**src/logic/watchdog_pkg.sv**
```systemverilog
// Constants for the watchdog and reset-cause block.
package watchdog_pkg;

  // Register offsets on the byte-wide register port.
  localparam logic [7:0] RESET_CAUSE_OFFSET        = 8'h00;
  localparam logic [7:0] PROTECTION_CONTROL_OFFSET = 8'h01;
  localparam logic [7:0] WATCHDOG_VECTOR_OFFSET    = 8'h02;
  localparam logic [7:0] WATCHDOG_SERVICE_OFFSET   = 8'h03;

  // Reset-cause field positions.
  localparam int EXTERNAL_RESET_FLAG_BIT = 7;
  localparam int WATCHDOG_RESET_FLAG_BIT = 6;

  // Protection control field positions.
  localparam int WATCHDOG_ENABLE_BIT       = 7;
  localparam int TIMEOUT_ACTION_SELECT_BIT = 6;
  localparam int TIMEOUT_PRESCALE_BIT      = 5;
  localparam int PERIOD_SELECT_HI          = 4;
  localparam int PERIOD_SELECT_LO          = 3;
  localparam int BUS_ACK_ENABLE_BIT        = 2;
  localparam int BUS_ACK_OCCURRED_BIT      = 1;

  // Values after reset.
  localparam logic [7:0] RESET_CAUSE_RESET        = 8'h80;
  localparam logic [7:0] PROTECTION_CONTROL_RESET = 8'h00;
  localparam logic [7:0] WATCHDOG_VECTOR_RESET    = 8'h0f;

  // Service sequence keys.
  localparam logic [7:0] SERVICE_ARM_KEY     = 8'h55;
  localparam logic [7:0] SERVICE_RESTART_KEY = 8'haa;

  // Cycle counts and log2 exponents of periods.
  localparam int          PRESCALE_DIV_DEFAULT     = 8192;
  localparam int          PERIOD_LOG2_BASE_DEFAULT = 9;
  localparam int          PERIOD_LOG2_STEP         = 2;
  localparam logic [4:0]  RESET_PULSE_CYCLES       = 5'h10;

  // Reset sequencer states.
  typedef enum logic [1:0] {
    SEQ_RUN        = 2'b00,
    SEQ_EXT_RESET  = 2'b01,
    SEQ_WDOG_RESET = 2'b10
  } reset_seq_e;

endpackage

```
**src/logic/watchdog_and_reset_status.sv**
```systemverilog
// Watchdog timer with reset-cause register and bus-acknowledge recovery.
`timescale 1ns/1ps

module watchdog_and_reset_status #(
  parameter int PRESCALE_DIV     = watchdog_pkg::PRESCALE_DIV_DEFAULT,
  parameter int PERIOD_LOG2_BASE = watchdog_pkg::PERIOD_LOG2_BASE_DEFAULT
) (
  input  wire logic       clk_sys,
  input  wire logic       sys_rst,
  input  wire logic       clkEn,
  input  wire logic [7:0] regAddr,
  input  wire logic [7:0] regWrData,
  input  wire logic       regWrite,
  input  wire logic       regRead,
  output logic      [7:0] regRdData,
  input  wire logic       externalResetInputN,
  input  wire logic [2:0] irqLevelField,
  input  wire logic       iackStrobe,
  output logic            irqReq,
  output logic      [2:0] irqLevel,
  output logic      [7:0] vectorOut,
  output logic            vectorValid,
  output logic            busAck,
  output logic            internalReset,
  output logic            cpuResetReq
);

  // Last tick of a period: 2^(base + 2*code) ticks, counted from zero.
  function automatic logic [15:0] periodLast(input logic [1:0] code);
    int sh;
    sh = PERIOD_LOG2_BASE + watchdog_pkg::PERIOD_LOG2_STEP * int'(code);
    periodLast = 16'((32'd1 << sh) - 32'd1);
  endfunction

  // Address match for a register access.
  function automatic logic hit(input logic [7:0] a, input logic [7:0] offset);
    hit = (a == offset);
  endfunction

  localparam logic [13:0] PRESCALE_LAST = 14'(PRESCALE_DIV - 1);

  // Pin synchroniser; the first stage feeds only the second.
  logic extRstMeta;
  logic extRstSync;
  always_ff @(posedge clk_sys or posedge sys_rst) begin
    if (sys_rst) begin
      extRstMeta <= 1'b0;
      extRstSync <= 1'b0;
    end else if (clkEn) begin
      extRstMeta <= ~externalResetInputN;
      extRstSync <= extRstMeta;
    end
  end

  // Register state.
  logic [7:0]  resetCause;
  logic [7:0]  control;
  logic [7:0]  vectorReg;
  logic        activePrescale;
  logic [1:0]  activePeriod;
  logic        serviceArmed;
  logic [13:0] prescaleCount;
  logic [15:0] tickCount;
  logic        irqPending;
  watchdog_pkg::reset_seq_e seqState;
  logic [4:0]  seqCount;

  logic [7:0]  next_resetCause;
  logic [7:0]  next_control;
  logic [7:0]  next_vectorReg;
  logic        next_activePrescale;
  logic [1:0]  next_activePeriod;
  logic        next_serviceArmed;
  logic [13:0] next_prescaleCount;
  logic [15:0] next_tickCount;
  logic        next_irqPending;
  watchdog_pkg::reset_seq_e next_seqState;
  logic [4:0]  next_seqCount;

  // Decoded accesses and events shared by the groups below.
  logic wrCause;
  logic wrControl;
  logic wrVector;
  logic wrService;
  logic serviceDone;
  logic tick;
  logic timeout;
  logic inReset;
  logic wdogResetStart;
  logic ackStart;

  always_comb begin
    wrCause   = regWrite && hit(regAddr, watchdog_pkg::RESET_CAUSE_OFFSET);
    wrControl = regWrite && hit(regAddr, watchdog_pkg::PROTECTION_CONTROL_OFFSET);
    wrVector  = regWrite && hit(regAddr, watchdog_pkg::WATCHDOG_VECTOR_OFFSET);
    wrService = regWrite && hit(regAddr, watchdog_pkg::WATCHDOG_SERVICE_OFFSET);
    serviceDone = wrService && serviceArmed &&
                  (regWrData == watchdog_pkg::SERVICE_RESTART_KEY);
    inReset = (seqState != watchdog_pkg::SEQ_RUN);
    // The prescaler only matters when selected; otherwise every enabled cycle outside reset is a tick.
    tick = control[watchdog_pkg::WATCHDOG_ENABLE_BIT] && !inReset &&
           (!activePrescale || (prescaleCount == PRESCALE_LAST));
    timeout = tick && (tickCount == periodLast(activePeriod));
    wdogResetStart = timeout && control[watchdog_pkg::TIMEOUT_ACTION_SELECT_BIT];
    ackStart = timeout && irqPending &&
               control[watchdog_pkg::BUS_ACK_ENABLE_BIT];
  end

  // Reset sequencer: external reset holds while the pin is low, watchdog reset is a pulse.
  always_comb begin
    next_seqState = seqState;
    next_seqCount = seqCount;
    unique case (seqState)
      watchdog_pkg::SEQ_RUN: begin
        if (extRstSync) begin
          next_seqState = watchdog_pkg::SEQ_EXT_RESET;
        end else if (wdogResetStart) begin
          next_seqState = watchdog_pkg::SEQ_WDOG_RESET;
          next_seqCount = '0;
        end
      end
      watchdog_pkg::SEQ_EXT_RESET: begin
        if (!extRstSync) begin
          next_seqState = watchdog_pkg::SEQ_RUN;
        end
      end
      watchdog_pkg::SEQ_WDOG_RESET: begin
        // The pin outranks a running watchdog reset.
        if (extRstSync) begin
          next_seqState = watchdog_pkg::SEQ_EXT_RESET;
        end else if (seqCount == watchdog_pkg::RESET_PULSE_CYCLES - 5'h01) begin
          next_seqState = watchdog_pkg::SEQ_RUN;
        end else begin
          next_seqCount = seqCount + 5'h01;
        end
      end
      default: begin
        next_seqState = watchdog_pkg::SEQ_RUN;
      end
    endcase
  end

  always_ff @(posedge clk_sys or posedge sys_rst) begin
    if (sys_rst) begin
      seqState <= watchdog_pkg::SEQ_RUN;
      seqCount <= '0;
    end else if (clkEn) begin
      seqState <= next_seqState;
      seqCount <= next_seqCount;
    end
  end

  // Reset cause: rewritten whole when a reset completes, so stale flags never linger.
  always_comb begin
    next_resetCause = resetCause;
    if (wrCause) begin
      next_resetCause = resetCause & ~regWrData;
    end
    if (seqState == watchdog_pkg::SEQ_EXT_RESET && !extRstSync) begin
      next_resetCause = '0;
      next_resetCause[watchdog_pkg::EXTERNAL_RESET_FLAG_BIT] = 1'b1;
    end else if (seqState == watchdog_pkg::SEQ_WDOG_RESET && next_seqState ==
                 watchdog_pkg::SEQ_RUN) begin
      next_resetCause = '0;
      next_resetCause[watchdog_pkg::WATCHDOG_RESET_FLAG_BIT] = 1'b1;
    end
  end

  always_ff @(posedge clk_sys or posedge sys_rst) begin
    if (sys_rst) begin
      resetCause <= watchdog_pkg::RESET_CAUSE_RESET;
    end else if (clkEn) begin
      resetCause <= next_resetCause;
    end
  end

  // Control, vector and service state; any reset operation returns them to defaults.
  always_comb begin
    next_control        = control;
    next_vectorReg      = vectorReg;
    next_activePrescale = activePrescale;
    next_activePeriod   = activePeriod;
    next_serviceArmed   = serviceArmed;
    if (inReset) begin
      next_control        = watchdog_pkg::PROTECTION_CONTROL_RESET;
      next_vectorReg      = watchdog_pkg::WATCHDOG_VECTOR_RESET;
      next_activePrescale = 1'b0;
      next_activePeriod   = 2'b00;
      next_serviceArmed   = 1'b0;
    end else begin
      if (wrControl && !irqPending) begin
        next_control[7:2] = regWrData[7:2];
        if (regWrData[watchdog_pkg::BUS_ACK_OCCURRED_BIT]) begin
          next_control[watchdog_pkg::BUS_ACK_OCCURRED_BIT] = 1'b0;
        end
      end
      // Setting the flag wins over a clear in the same cycle.
      if (ackStart) begin
        next_control[watchdog_pkg::BUS_ACK_OCCURRED_BIT] = 1'b1;
      end
      next_control[0] = 1'b0;
      if (wrVector) begin
        next_vectorReg = regWrData;
      end
      if (wrService) begin
        if (regWrData == watchdog_pkg::SERVICE_ARM_KEY) begin
          next_serviceArmed = 1'b1;
        end else if (serviceDone) begin
          next_serviceArmed   = 1'b0;
          // The selection written earlier becomes live only here.
          next_activePrescale = control[watchdog_pkg::TIMEOUT_PRESCALE_BIT];
          next_activePeriod   = control[watchdog_pkg::PERIOD_SELECT_HI:
                                        watchdog_pkg::PERIOD_SELECT_LO];
        end
        // Any other value leaves the armed state as it is.
      end
    end
  end

  always_ff @(posedge clk_sys or posedge sys_rst) begin
    if (sys_rst) begin
      control        <= watchdog_pkg::PROTECTION_CONTROL_RESET;
      vectorReg      <= watchdog_pkg::WATCHDOG_VECTOR_RESET;
      activePrescale <= 1'b0;
      activePeriod   <= 2'b00;
      serviceArmed   <= 1'b0;
    end else if (clkEn) begin
      control        <= next_control;
      vectorReg      <= next_vectorReg;
      activePrescale <= next_activePrescale;
      activePeriod   <= next_activePeriod;
      serviceArmed   <= next_serviceArmed;
    end
  end

  // Counter: it wraps at each timeout so a second period can be measured for the ack.
  always_comb begin
    next_prescaleCount = prescaleCount;
    next_tickCount     = tickCount;
    if (inReset || serviceDone) begin
      next_prescaleCount = '0;
      next_tickCount     = '0;
    end else if (control[watchdog_pkg::WATCHDOG_ENABLE_BIT]) begin
      if (activePrescale) begin
        next_prescaleCount = (prescaleCount == PRESCALE_LAST) ? 14'h0000 :
                             prescaleCount + 14'h0001;
      end
      if (timeout) begin
        next_tickCount = '0;
      end else if (tick) begin
        next_tickCount = tickCount + 16'h0001;
      end
    end
  end

  always_ff @(posedge clk_sys or posedge sys_rst) begin
    if (sys_rst) begin
      prescaleCount <= '0;
      tickCount     <= '0;
    end else if (clkEn) begin
      prescaleCount <= next_prescaleCount;
      tickCount     <= next_tickCount;
    end
  end

  // Interrupt pending: raised by a timeout in interrupt mode, dropped by acknowledge or by any reset operation.
  always_comb begin
    next_irqPending = irqPending;
    if (inReset) begin
      next_irqPending = 1'b0;
    end else if (timeout && !control[watchdog_pkg::TIMEOUT_ACTION_SELECT_BIT]) begin
      next_irqPending = 1'b1;
    end else if (iackStrobe && irqPending) begin
      next_irqPending = 1'b0;
    end
    // Service writes have no path to this flag.
  end

  always_ff @(posedge clk_sys or posedge sys_rst) begin
    if (sys_rst) begin
      irqPending <= 1'b0;
    end else if (clkEn) begin
      irqPending <= next_irqPending;
    end
  end

  // Output registers.
  logic [7:0] next_regRdData;
  logic       next_irqReq;
  logic [2:0] next_irqLevel;
  logic [7:0] next_vectorOut;
  logic       next_vectorValid;
  logic       next_busAck;
  logic       next_internalReset;
  logic       next_cpuResetReq;

  always_comb begin
    next_regRdData = 8'h00;
    if (regRead) begin
      if (hit(regAddr, watchdog_pkg::RESET_CAUSE_OFFSET)) begin
        next_regRdData = resetCause;
      end else if (hit(regAddr, watchdog_pkg::PROTECTION_CONTROL_OFFSET)) begin
        next_regRdData = control;
      end
      // Vector and service are write-only and read as zero, as do unmapped offsets.
    end
    next_irqReq   = next_irqPending;
    next_irqLevel = next_irqPending ? irqLevelField : 3'h0;
    next_vectorValid = iackStrobe && irqPending && !inReset;
    next_vectorOut   = next_vectorValid ? vectorReg : 8'h00;
    next_busAck      = ackStart && !inReset;
    next_internalReset = (next_seqState != watchdog_pkg::SEQ_RUN);
    next_cpuResetReq   = (next_seqState == watchdog_pkg::SEQ_EXT_RESET);
  end

  always_ff @(posedge clk_sys or posedge sys_rst) begin
    if (sys_rst) begin
      regRdData     <= 8'h00;
      irqReq        <= 1'b0;
      irqLevel      <= 3'h0;
      vectorOut     <= 8'h00;
      vectorValid   <= 1'b0;
      busAck        <= 1'b0;
      internalReset <= 1'b0;
      cpuResetReq   <= 1'b0;
    end else if (clkEn) begin
      regRdData     <= next_regRdData;
      irqReq        <= next_irqReq;
      irqLevel      <= next_irqLevel;
      vectorOut     <= next_vectorOut;
      vectorValid   <= next_vectorValid;
      busAck        <= next_busAck;
      internalReset <= next_internalReset;
      cpuResetReq   <= next_cpuResetReq;
    end
  end

endmodule

```
**config.mk**
```make
export PLATFORM = sky130hd
export DESIGN_NAME = watchdog_and_reset_status
export DESIGN_NICKNAME = d
export VERILOG_FILES = /design/src/logic/watchdog_pkg.sv /design/src/logic/watchdog_and_reset_status.sv
export SDC_FILE = /design/constraint.sdc
export NUM_CORES = 1
export LEC_CHECK = 0
export BUFFER_PORTS_ARGS = -buffer_cell sky130_fd_sc_hd__buf_2
export CORE_MARGIN = 1
export CORE_UTILIZATION = 62
export DETAILED_ROUTE_END_ITERATION = 6
export GPL_ROUTABILITY_DRIVEN = 0
export PLACE_DENSITY_LB_ADDON = 0.08
export SYNTH_ARGS = -nofsm -noshare
export SYNTH_HDL_FRONTEND = slang
export SYNTH_SLANG_ARGS = --single-unit
```
**constraint.sdc**
```tcl
create_clock -name clk_sys -period 3.6 [get_ports clk_sys]
set_clock_uncertainty 0.15 [all_clocks]
set_input_delay 0 -clock clk_sys [delete_from_list [all_inputs] [get_ports clk_sys]]
set_output_delay 0 -clock clk_sys [all_outputs]
set_load 0.005 [all_outputs]
```
==> flow_metrics.env, run 1 <==
export IMPL_setup_repair_after_global_routing_missed_its_margin="false"
export IMPL_cts_repair_timing_setup_buffer_count=0
export IMPL_globalRoute_totalOverflow=0
export IMPL_via_count_of_the_first_global_routing_pass=3616
export IMPL_setup_tns_ns=0
export IMPL_dieWidth_um=84.92
export IMPL_io_pins=50
export IMPL_clock_sinks=90
export IMPL_largest_vdd_supply_drop_mv=0.3106
export IMPL_power_per_cell_area_mw_per_mm2=384.6
export IMPL_synth_yosys_seq_area_share=0.5298
export IMPL_clock_latency_ns=0.36
export IMPL_ant_nets=0
export IMPL_route_detailed_drc=0
export IMPL_dr_pass1_iters=4
export IMPL_min_path_type="primary input to async pin"
export IMPL_syn_to_final_growth_pct=17.87
export IMPL_post_route_cells_drive_above_1_share=0.1647
export IMPL_cellLeakagePower_nw=2.362
export IMPL_post_synth_top_count_cell="sky130_fd_sc_hd__dfrtp_1"
export IMPL_final_max_slew_viol_count=0
export IMPL_diodes=0
export IMPL_totalWireLength_um=10330
export IMPL_start_kind="primary input"
export IMPL_yosys_area_top_type="sky130_fd_sc_hd__dfrtp_1"
export IMPL_cts_inserted_buffers=9
export IMPL_cap_viol_max_count=0
export IMPL_worstSetupStartpoint="regAddr[2]"
export IMPL_htree_num_levels=3
export IMPL_path_max_fanout=4
export IMPL_tritoncts="built"
export IMPL_die_y_um=84.92
export IMPL_cts_clk_slew_worst_paths_ns=0.09
export IMPL_cts_path_max_buffers=2
export IMPL_final_util=0.7736
export IMPL_grt_antenna_before_repair=0
export IMPL_postLayoutCellArea_mm2=0.005025
export IMPL_crit_path_time_final_ns=3.229
export IMPL_initialDrtViolationCount=293
export IMPL_yosysWarningCount=0
export IMPL_outcome="completed"
export IMPL_design_die_area_mm2=0.007211
export IMPL_synth_top_cell_area_share=0.4990
export IMPL_final_min_period_over_clock_period=0.8968
export IMPL_end_kind="flip-flop"
export IMPL_setup_violations=0
export IMPL_mapped_nets=452
export IMPL_synth_enable_flop_cells=0
export IMPL_worst_endpoint_required_ns=3.75
export IMPL_fp_coreArea_mm2=0.006495
export IMPL_netlist_top_cells_count="85 x sky130_fd_sc_hd__dfrtp_1, 46 x sky130_fd_sc_hd__nand2_1, 34 x sky130_fd_sc_hd__nor2_1, 34 x sky130_fd_sc_hd__o21ai_0, 18 x sky130_fd_sc_hd__a22o_1"
export IMPL_slew_headroom=0.5171
export IMPL_synth_async_reset_ratio=1.000
export IMPL_start_util=0.6563
export IMPL_max_slew_worst_pin_slew_ns=0.7244
export IMPL_ys_seq_elements=90
export IMPL_synth_cell_type_count=53
export IMPL_rows=29
export IMPL_post_dp_cell_area_mm2=0.004603
export IMPL_synth_avg_cell_area_um2=10.10
export IMPL_max_freq_mhz=309.7
export IMPL_hold_viol=0
export IMPL_hpwlAfterDp_um=7022
export IMPL_clockRootBuffer="sky130_fd_sc_hd__clkbuf_8"
export IMPL_placement_io_buffers=49
export IMPL_arrival_ns=3.38
export IMPL_yosys_top_cells_area="sky130_fd_sc_hd__dfrtp_1 50%, sky130_fd_sc_hd__nand2_1 4.1%, sky130_fd_sc_hd__o21ai_0 4.0%"
export IMPL_syn_cell_area_mm2=0.004263
export IMPL_first_pass_grt_wire_length_um=17610
export IMPL_finalNetCount=529
export IMPL_r2r_cells=6
export IMPL_post_drt_via_cell_ratio=6.244
export IMPL_synthesis_instances=422
export IMPL_grt_start_max_net_pins=60
export IMPL_drt_wirelength_per_cell_um=17.78
export IMPL_groute_usage_overall=0.3146
export IMPL_critical_path_class="primary input to flip-flop"
export IMPL_ys_flop_type="sky130_fd_sc_hd__dfrtp_1"
export IMPL_critical_path_reg2reg_startpoint="activePeriod[1]"
export IMPL_vias=3628
[registers in the layout, indices dropped and copies added (netlist names), 2 cells and up]
name,count
seqState,2
prescaleCount,14
activePeriod,2
regRdData,8
vectorOut,8
control,7
seqCount,5
resetCause,8
vectorReg,8
irqLevel,3
tickCount,16
[power breakdown]
part / switching (mW) / total (mW) / internal, mW
Clock: 0.351 / 0.673 / 0.322
Combinational: 0.126 / 0.196 / 0.0695
Sequential: 0.0211 / 1.06 / 1.04
Total: 0.498 / 1.93 / 1.43
[cells in the final DEF (no fill, tap or decap), types with 14 or more instances in the layout]
master                          count
sky130_fd_sc_hd__dlygate4sd3_1     24
sky130_fd_sc_hd__dfrtp_1           85
sky130_fd_sc_hd__nand3_1           14
sky130_fd_sc_hd__o21ai_0           33
sky130_fd_sc_hd__nor2_1            34
sky130_fd_sc_hd__nand2_1           46
sky130_fd_sc_hd__inv_1             14
sky130_fd_sc_hd__a22o_1            18
sky130_fd_sc_hd__buf_2             49
sky130_fd_sc_hd__xor2_1            17
[per-layer routing]
metal	global-route usage	vias to the layer above	wire length [um]
li1	-	1692	-
met1	0.4218	1797	4415
met2	0.5115	114	5146
met3	0.05545	25	519
met4	0.1325	0	248
met5	0	-	0
[path summary, 6_finish.rpt]
check	slack (ns)	end
max	0.37	serviceArmed
min	0.04	vectorOut[4]
max reg2reg	0.82	tickCount[3]
min reg2reg	0.33	vectorReg[5]
max in group asynchronous	2.15	resetCause[1]
min in group clk_sys	0.08	prescaleCount[12]
[worst max-delay path: stages]
cell and delay, ns:
sky130_fd_sc_hd__dlygate4sd3_1 0.54, sky130_fd_sc_hd__buf_2 0.12, sky130_fd_sc_hd__nor4_1 0.52, sky130_fd_sc_hd__dlygate4sd3_1 0.66, sky130_fd_sc_hd__nand3_1 0.11, sky130_fd_sc_hd__dlygate4sd3_1 0.60
sky130_fd_sc_hd__o32ai_1 0.24, sky130_fd_sc_hd__dlygate4sd3_1 0.57
[final cells by class]
cell class | count | area (um^2)
Timing Repair Buffer | 80 | 538.0
Clock buffer | 13 | 138.9
Clock inverter | 3 | 42.54
Tap cell | 77 | 96.34
Inverter | 16 | 61.31
Fill cell | 447 | 1470
Multi-Input combinational cell | 302 | 1889
Sequential cell | 90 | 2258
[per-stage QoR]
step	cells	power [mW]	setup slack, ns	hold slack [ns]
2_1_floorplan	422	1.191	1.123	-0.05355
3_3_place_gp	541	1.252	0.9943	-0.09767
3_5_place_dp	541	1.260	0.8687	-0.1004
4_1_cts	581	1.930	0.3786	0.04955
5_1_grt	581	2.009	0.1958	0.1026
6_report	581	1.932	0.3714	0.04136
[logic make-up (layout without fill, tap and decap cells)]
family / after synthesis / count (layout) / synth area share
AOI/OAI and AO/OA: 117 / 117 / 0.1911
xor gates and xnor gates: 20 / 20 / 0.04109
adders and majority gates: 4 / 4 / 0.01174
buffers and inverters: 30 / 112 / 0.02700
DFF: 90 / 90 / 0.5298
muxes: 4 / 4 / 0.01115
and+or+nand+nor: 157 / 157 / 0.1881
[what timing repair did]
item,CTS,global route
endpoints found under the setup margin,0,0
resized for setup,0,0
hold buffers,24,0
hold endpoints to repair,70,0
Note: power is estimated with default switching activity, not from simulation.
==> inputs of run 2 (changes only) <==
--- a/config.mk
+++ b/config.mk
@@ -10,7 +10,7 @@
 export CORE_UTILIZATION = 62
 export DETAILED_ROUTE_END_ITERATION = 6
 export GPL_ROUTABILITY_DRIVEN = 0
-export PLACE_DENSITY_LB_ADDON = 0.08
+export PLACE_DENSITY = 0.85
 export SYNTH_ARGS = -nofsm -noshare
 export SYNTH_HDL_FRONTEND = slang
 export SYNTH_SLANG_ARGS = --single-unit
==> run 2 against run 1 <==
Final cell count is 0.52% lower. Via count rose by 2.6%. Routed wire length increased by 4.0%. Clock-buffer cell count decreased by 3. Register-to-register slack better by 0.04 ns. Critical endpoint is now regRdData[0].
==> flow_metrics.env, run 2 (synthesized netlist as in run 1, its figures left out) <==
export IMPL_hp_start="regAddr[0]"
export IMPL_final_min_period_over_clock_period=0.8250
export IMPL_area_taken_by_multi_input_logic_gates_mm2=0.001889
export IMPL_fp_coreArea_mm2=0.006495
export IMPL_globalRoute_totalOverflow=0
export IMPL_dr_pass1_iters=5
export IMPL_htree_num_levels=3
export IMPL_via_count_of_the_first_global_routing_pass=3665
export IMPL_r2r_cells=6
export IMPL_crit_path_time_final_ns=2.970
export IMPL_max_slew_worst_pin_slew_ns=0.7133
export IMPL_start_kind="primary input"
export IMPL_post_drt_via_cell_ratio=6.441
export IMPL_largest_vdd_supply_drop_mv=0.2536
export IMPL_initialDrtViolationCount=324
export IMPL_max_freq_mhz=336.7
export IMPL_setup_violations=0
export IMPL_finalNetCount=526
export IMPL_syn_to_final_growth_pct=18.02
export IMPL_hpwlAfterDp_um=7005
export IMPL_drt_wirelength_per_cell_um=18.58
export IMPL_grt_start_max_net_pins=55
export IMPL_outcome="completed"
export IMPL_path_max_fanout=9
export IMPL_first_pass_grt_wire_length_um=17870
export IMPL_top_regs="tickCount x16, prescaleCount x14"
export IMPL_worst_hold_path_endpoint="serviceArmed"
export IMPL_cts_repair_timing_setup_buffer_count=0
export IMPL_route_detailed_drc=0
export IMPL_clock_sinks=90
export IMPL_top_register="tickCount"
export IMPL_placed_cells_incl_taps=541
export IMPL_post_layout_nonfiller_instances=578
export IMPL_placement_io_buffers=49
export IMPL_groute_usage_overall=0.3198
export IMPL_tritoncts="built"
export IMPL_totalWireLength_um=10740
export IMPL_cts_inserted_buffers=9
export IMPL_end_kind="flip-flop"
export IMPL_start_util=0.6563
export IMPL_cellLeakagePower_nw=2.366
export IMPL_seq_area_mm2=0.002258
export IMPL_min_path_type="primary input to flip-flop"
export IMPL_post_route_cells_drive_above_1_share=0.1717
export IMPL_cap_viol_max_count=0
export IMPL_hold_depth=4
export IMPL_ant_nets=0
export IMPL_vias=3723
export IMPL_worst_endpoint_required_ns=3.75
export IMPL_dieWidth_um=84.92
export IMPL_die_y_um=84.92
export IMPL_diodes=0
export IMPL_rows=29
export IMPL_design_die_area_mm2=0.007211
export IMPL_power_per_cell_area_mw_per_mm2=403.2
export IMPL_final_util=0.7746
export IMPL_critical_path_reg2reg_startpoint="tickCount[11]"
export IMPL_cts_path_max_buffers=2
export IMPL_setup_repair_after_global_routing_missed_its_margin="false"
export IMPL_io_pins=50
export IMPL_cts_clk_slew_worst_paths_ns=0.09
export IMPL_slew_headroom=0.5245
export IMPL_clockRootBuffer="sky130_fd_sc_hd__clkbuf_8"
export IMPL_setup_reg_to_reg_worst_slack_ns=0.86
export IMPL_crit_reg2reg_capture="tickCount[11]"
export IMPL_final_cell_mix="85 x sky130_fd_sc_hd__dfrtp_1, 49 x sky130_fd_sc_hd__buf_2, 46 x sky130_fd_sc_hd__nand2_1"
export IMPL_arrival_ns=3.12
export IMPL_largest_register_ff_count=16
export IMPL_critical_path_class="primary input to flip-flop"
export IMPL_post_layout_total_power_mw=2.029
export IMPL_final_common_cell="sky130_fd_sc_hd__dfrtp_1"
export IMPL_final_max_slew_viol_count=0
export IMPL_hold_viol=0
export IMPL_clock_latency_ns=0.36
export IMPL_grt_antenna_before_repair=0
export IMPL_setup_tns_ns=0
export IMPL_nFillCells=426
[run 2: final cells by class]
type,instances,share of cell area
flip-flops and latches,90,0.4489
clock buffers,10,0.02537
inverters,16,0.01219
clock inverters,6,0.01791
multi-input cells,302,0.3755
repair buffers,77,0.1010
well taps,77,0.01915
[run 2: repair_timing]
action                                 in CTS  in global routing
gates resized for setup                     0                  0
endpoints found under the hold margin      74                  0
hold buffers                               21                  0
[run 2: worst max path at each step]
stage                    start              end  cells after the start
6_report            regAddr[4]     regRdData[0]                      9
5_1_grt             regAddr[4]     regRdData[0]                      9
4_1_cts             regAddr[4]     regRdData[0]                      9
3_5_place_dp   activePeriod[1]    tickCount[11]                      6
3_3_place_gp   activePeriod[1]     tickCount[2]                      6
2_1_floorplan          sys_rst  activePeriod[0]                      1
[run 2: routing by layer]
metal  global-route usage  share of wire  vias up
met5                    0              0        -
met4               0.1541          0.039        0
met3              0.05739          0.070       45
met2               0.5188           0.49      187
met1               0.4208           0.41     1804
li1                     -              -     1687
[run 2: through the flow]
| step | instance area [um^2] | hold WS (ns) | setup slack (ns) |
|---|---|---|---|
| finish | 5031 | 0.03899 | 0.6299 |
| global placement | 4603 | -0.06591 | 1.031 |
| CTS | 5031 | 0.01647 | 0.8393 |
| floorplan | 4263 | -0.05355 | 1.123 |
| detailed placement | 4603 | -0.06023 | 0.9065 |
| global route | 5031 | 0.02112 | 0.5639 |
[run 2: critical path, stage by stage]
cell                            delay, ns
sky130_fd_sc_hd__dlygate4sd3_1       0.53
sky130_fd_sc_hd__buf_2               0.12
sky130_fd_sc_hd__nor4_1              0.46
sky130_fd_sc_hd__nor4bb_1            0.42
sky130_fd_sc_hd__buf_4               0.24
sky130_fd_sc_hd__nand4_1             0.10
sky130_fd_sc_hd__dlygate4sd3_1       0.59
sky130_fd_sc_hd__o21ai_0             0.07
sky130_fd_sc_hd__dlygate4sd3_1       0.57
[run 2: where the power goes]
| group | leakage [nW] | switching (mW) | internal [mW] |
|---|---|---|---|
| clock | 0.107 | 0.370 | 0.394 |
| combinational | 1.04 | 0.131 | 0.0682 |
| sequential | 1.22 | 0.0231 | 1.04 |
| total | 2.37 | 0.523 | 1.51 |
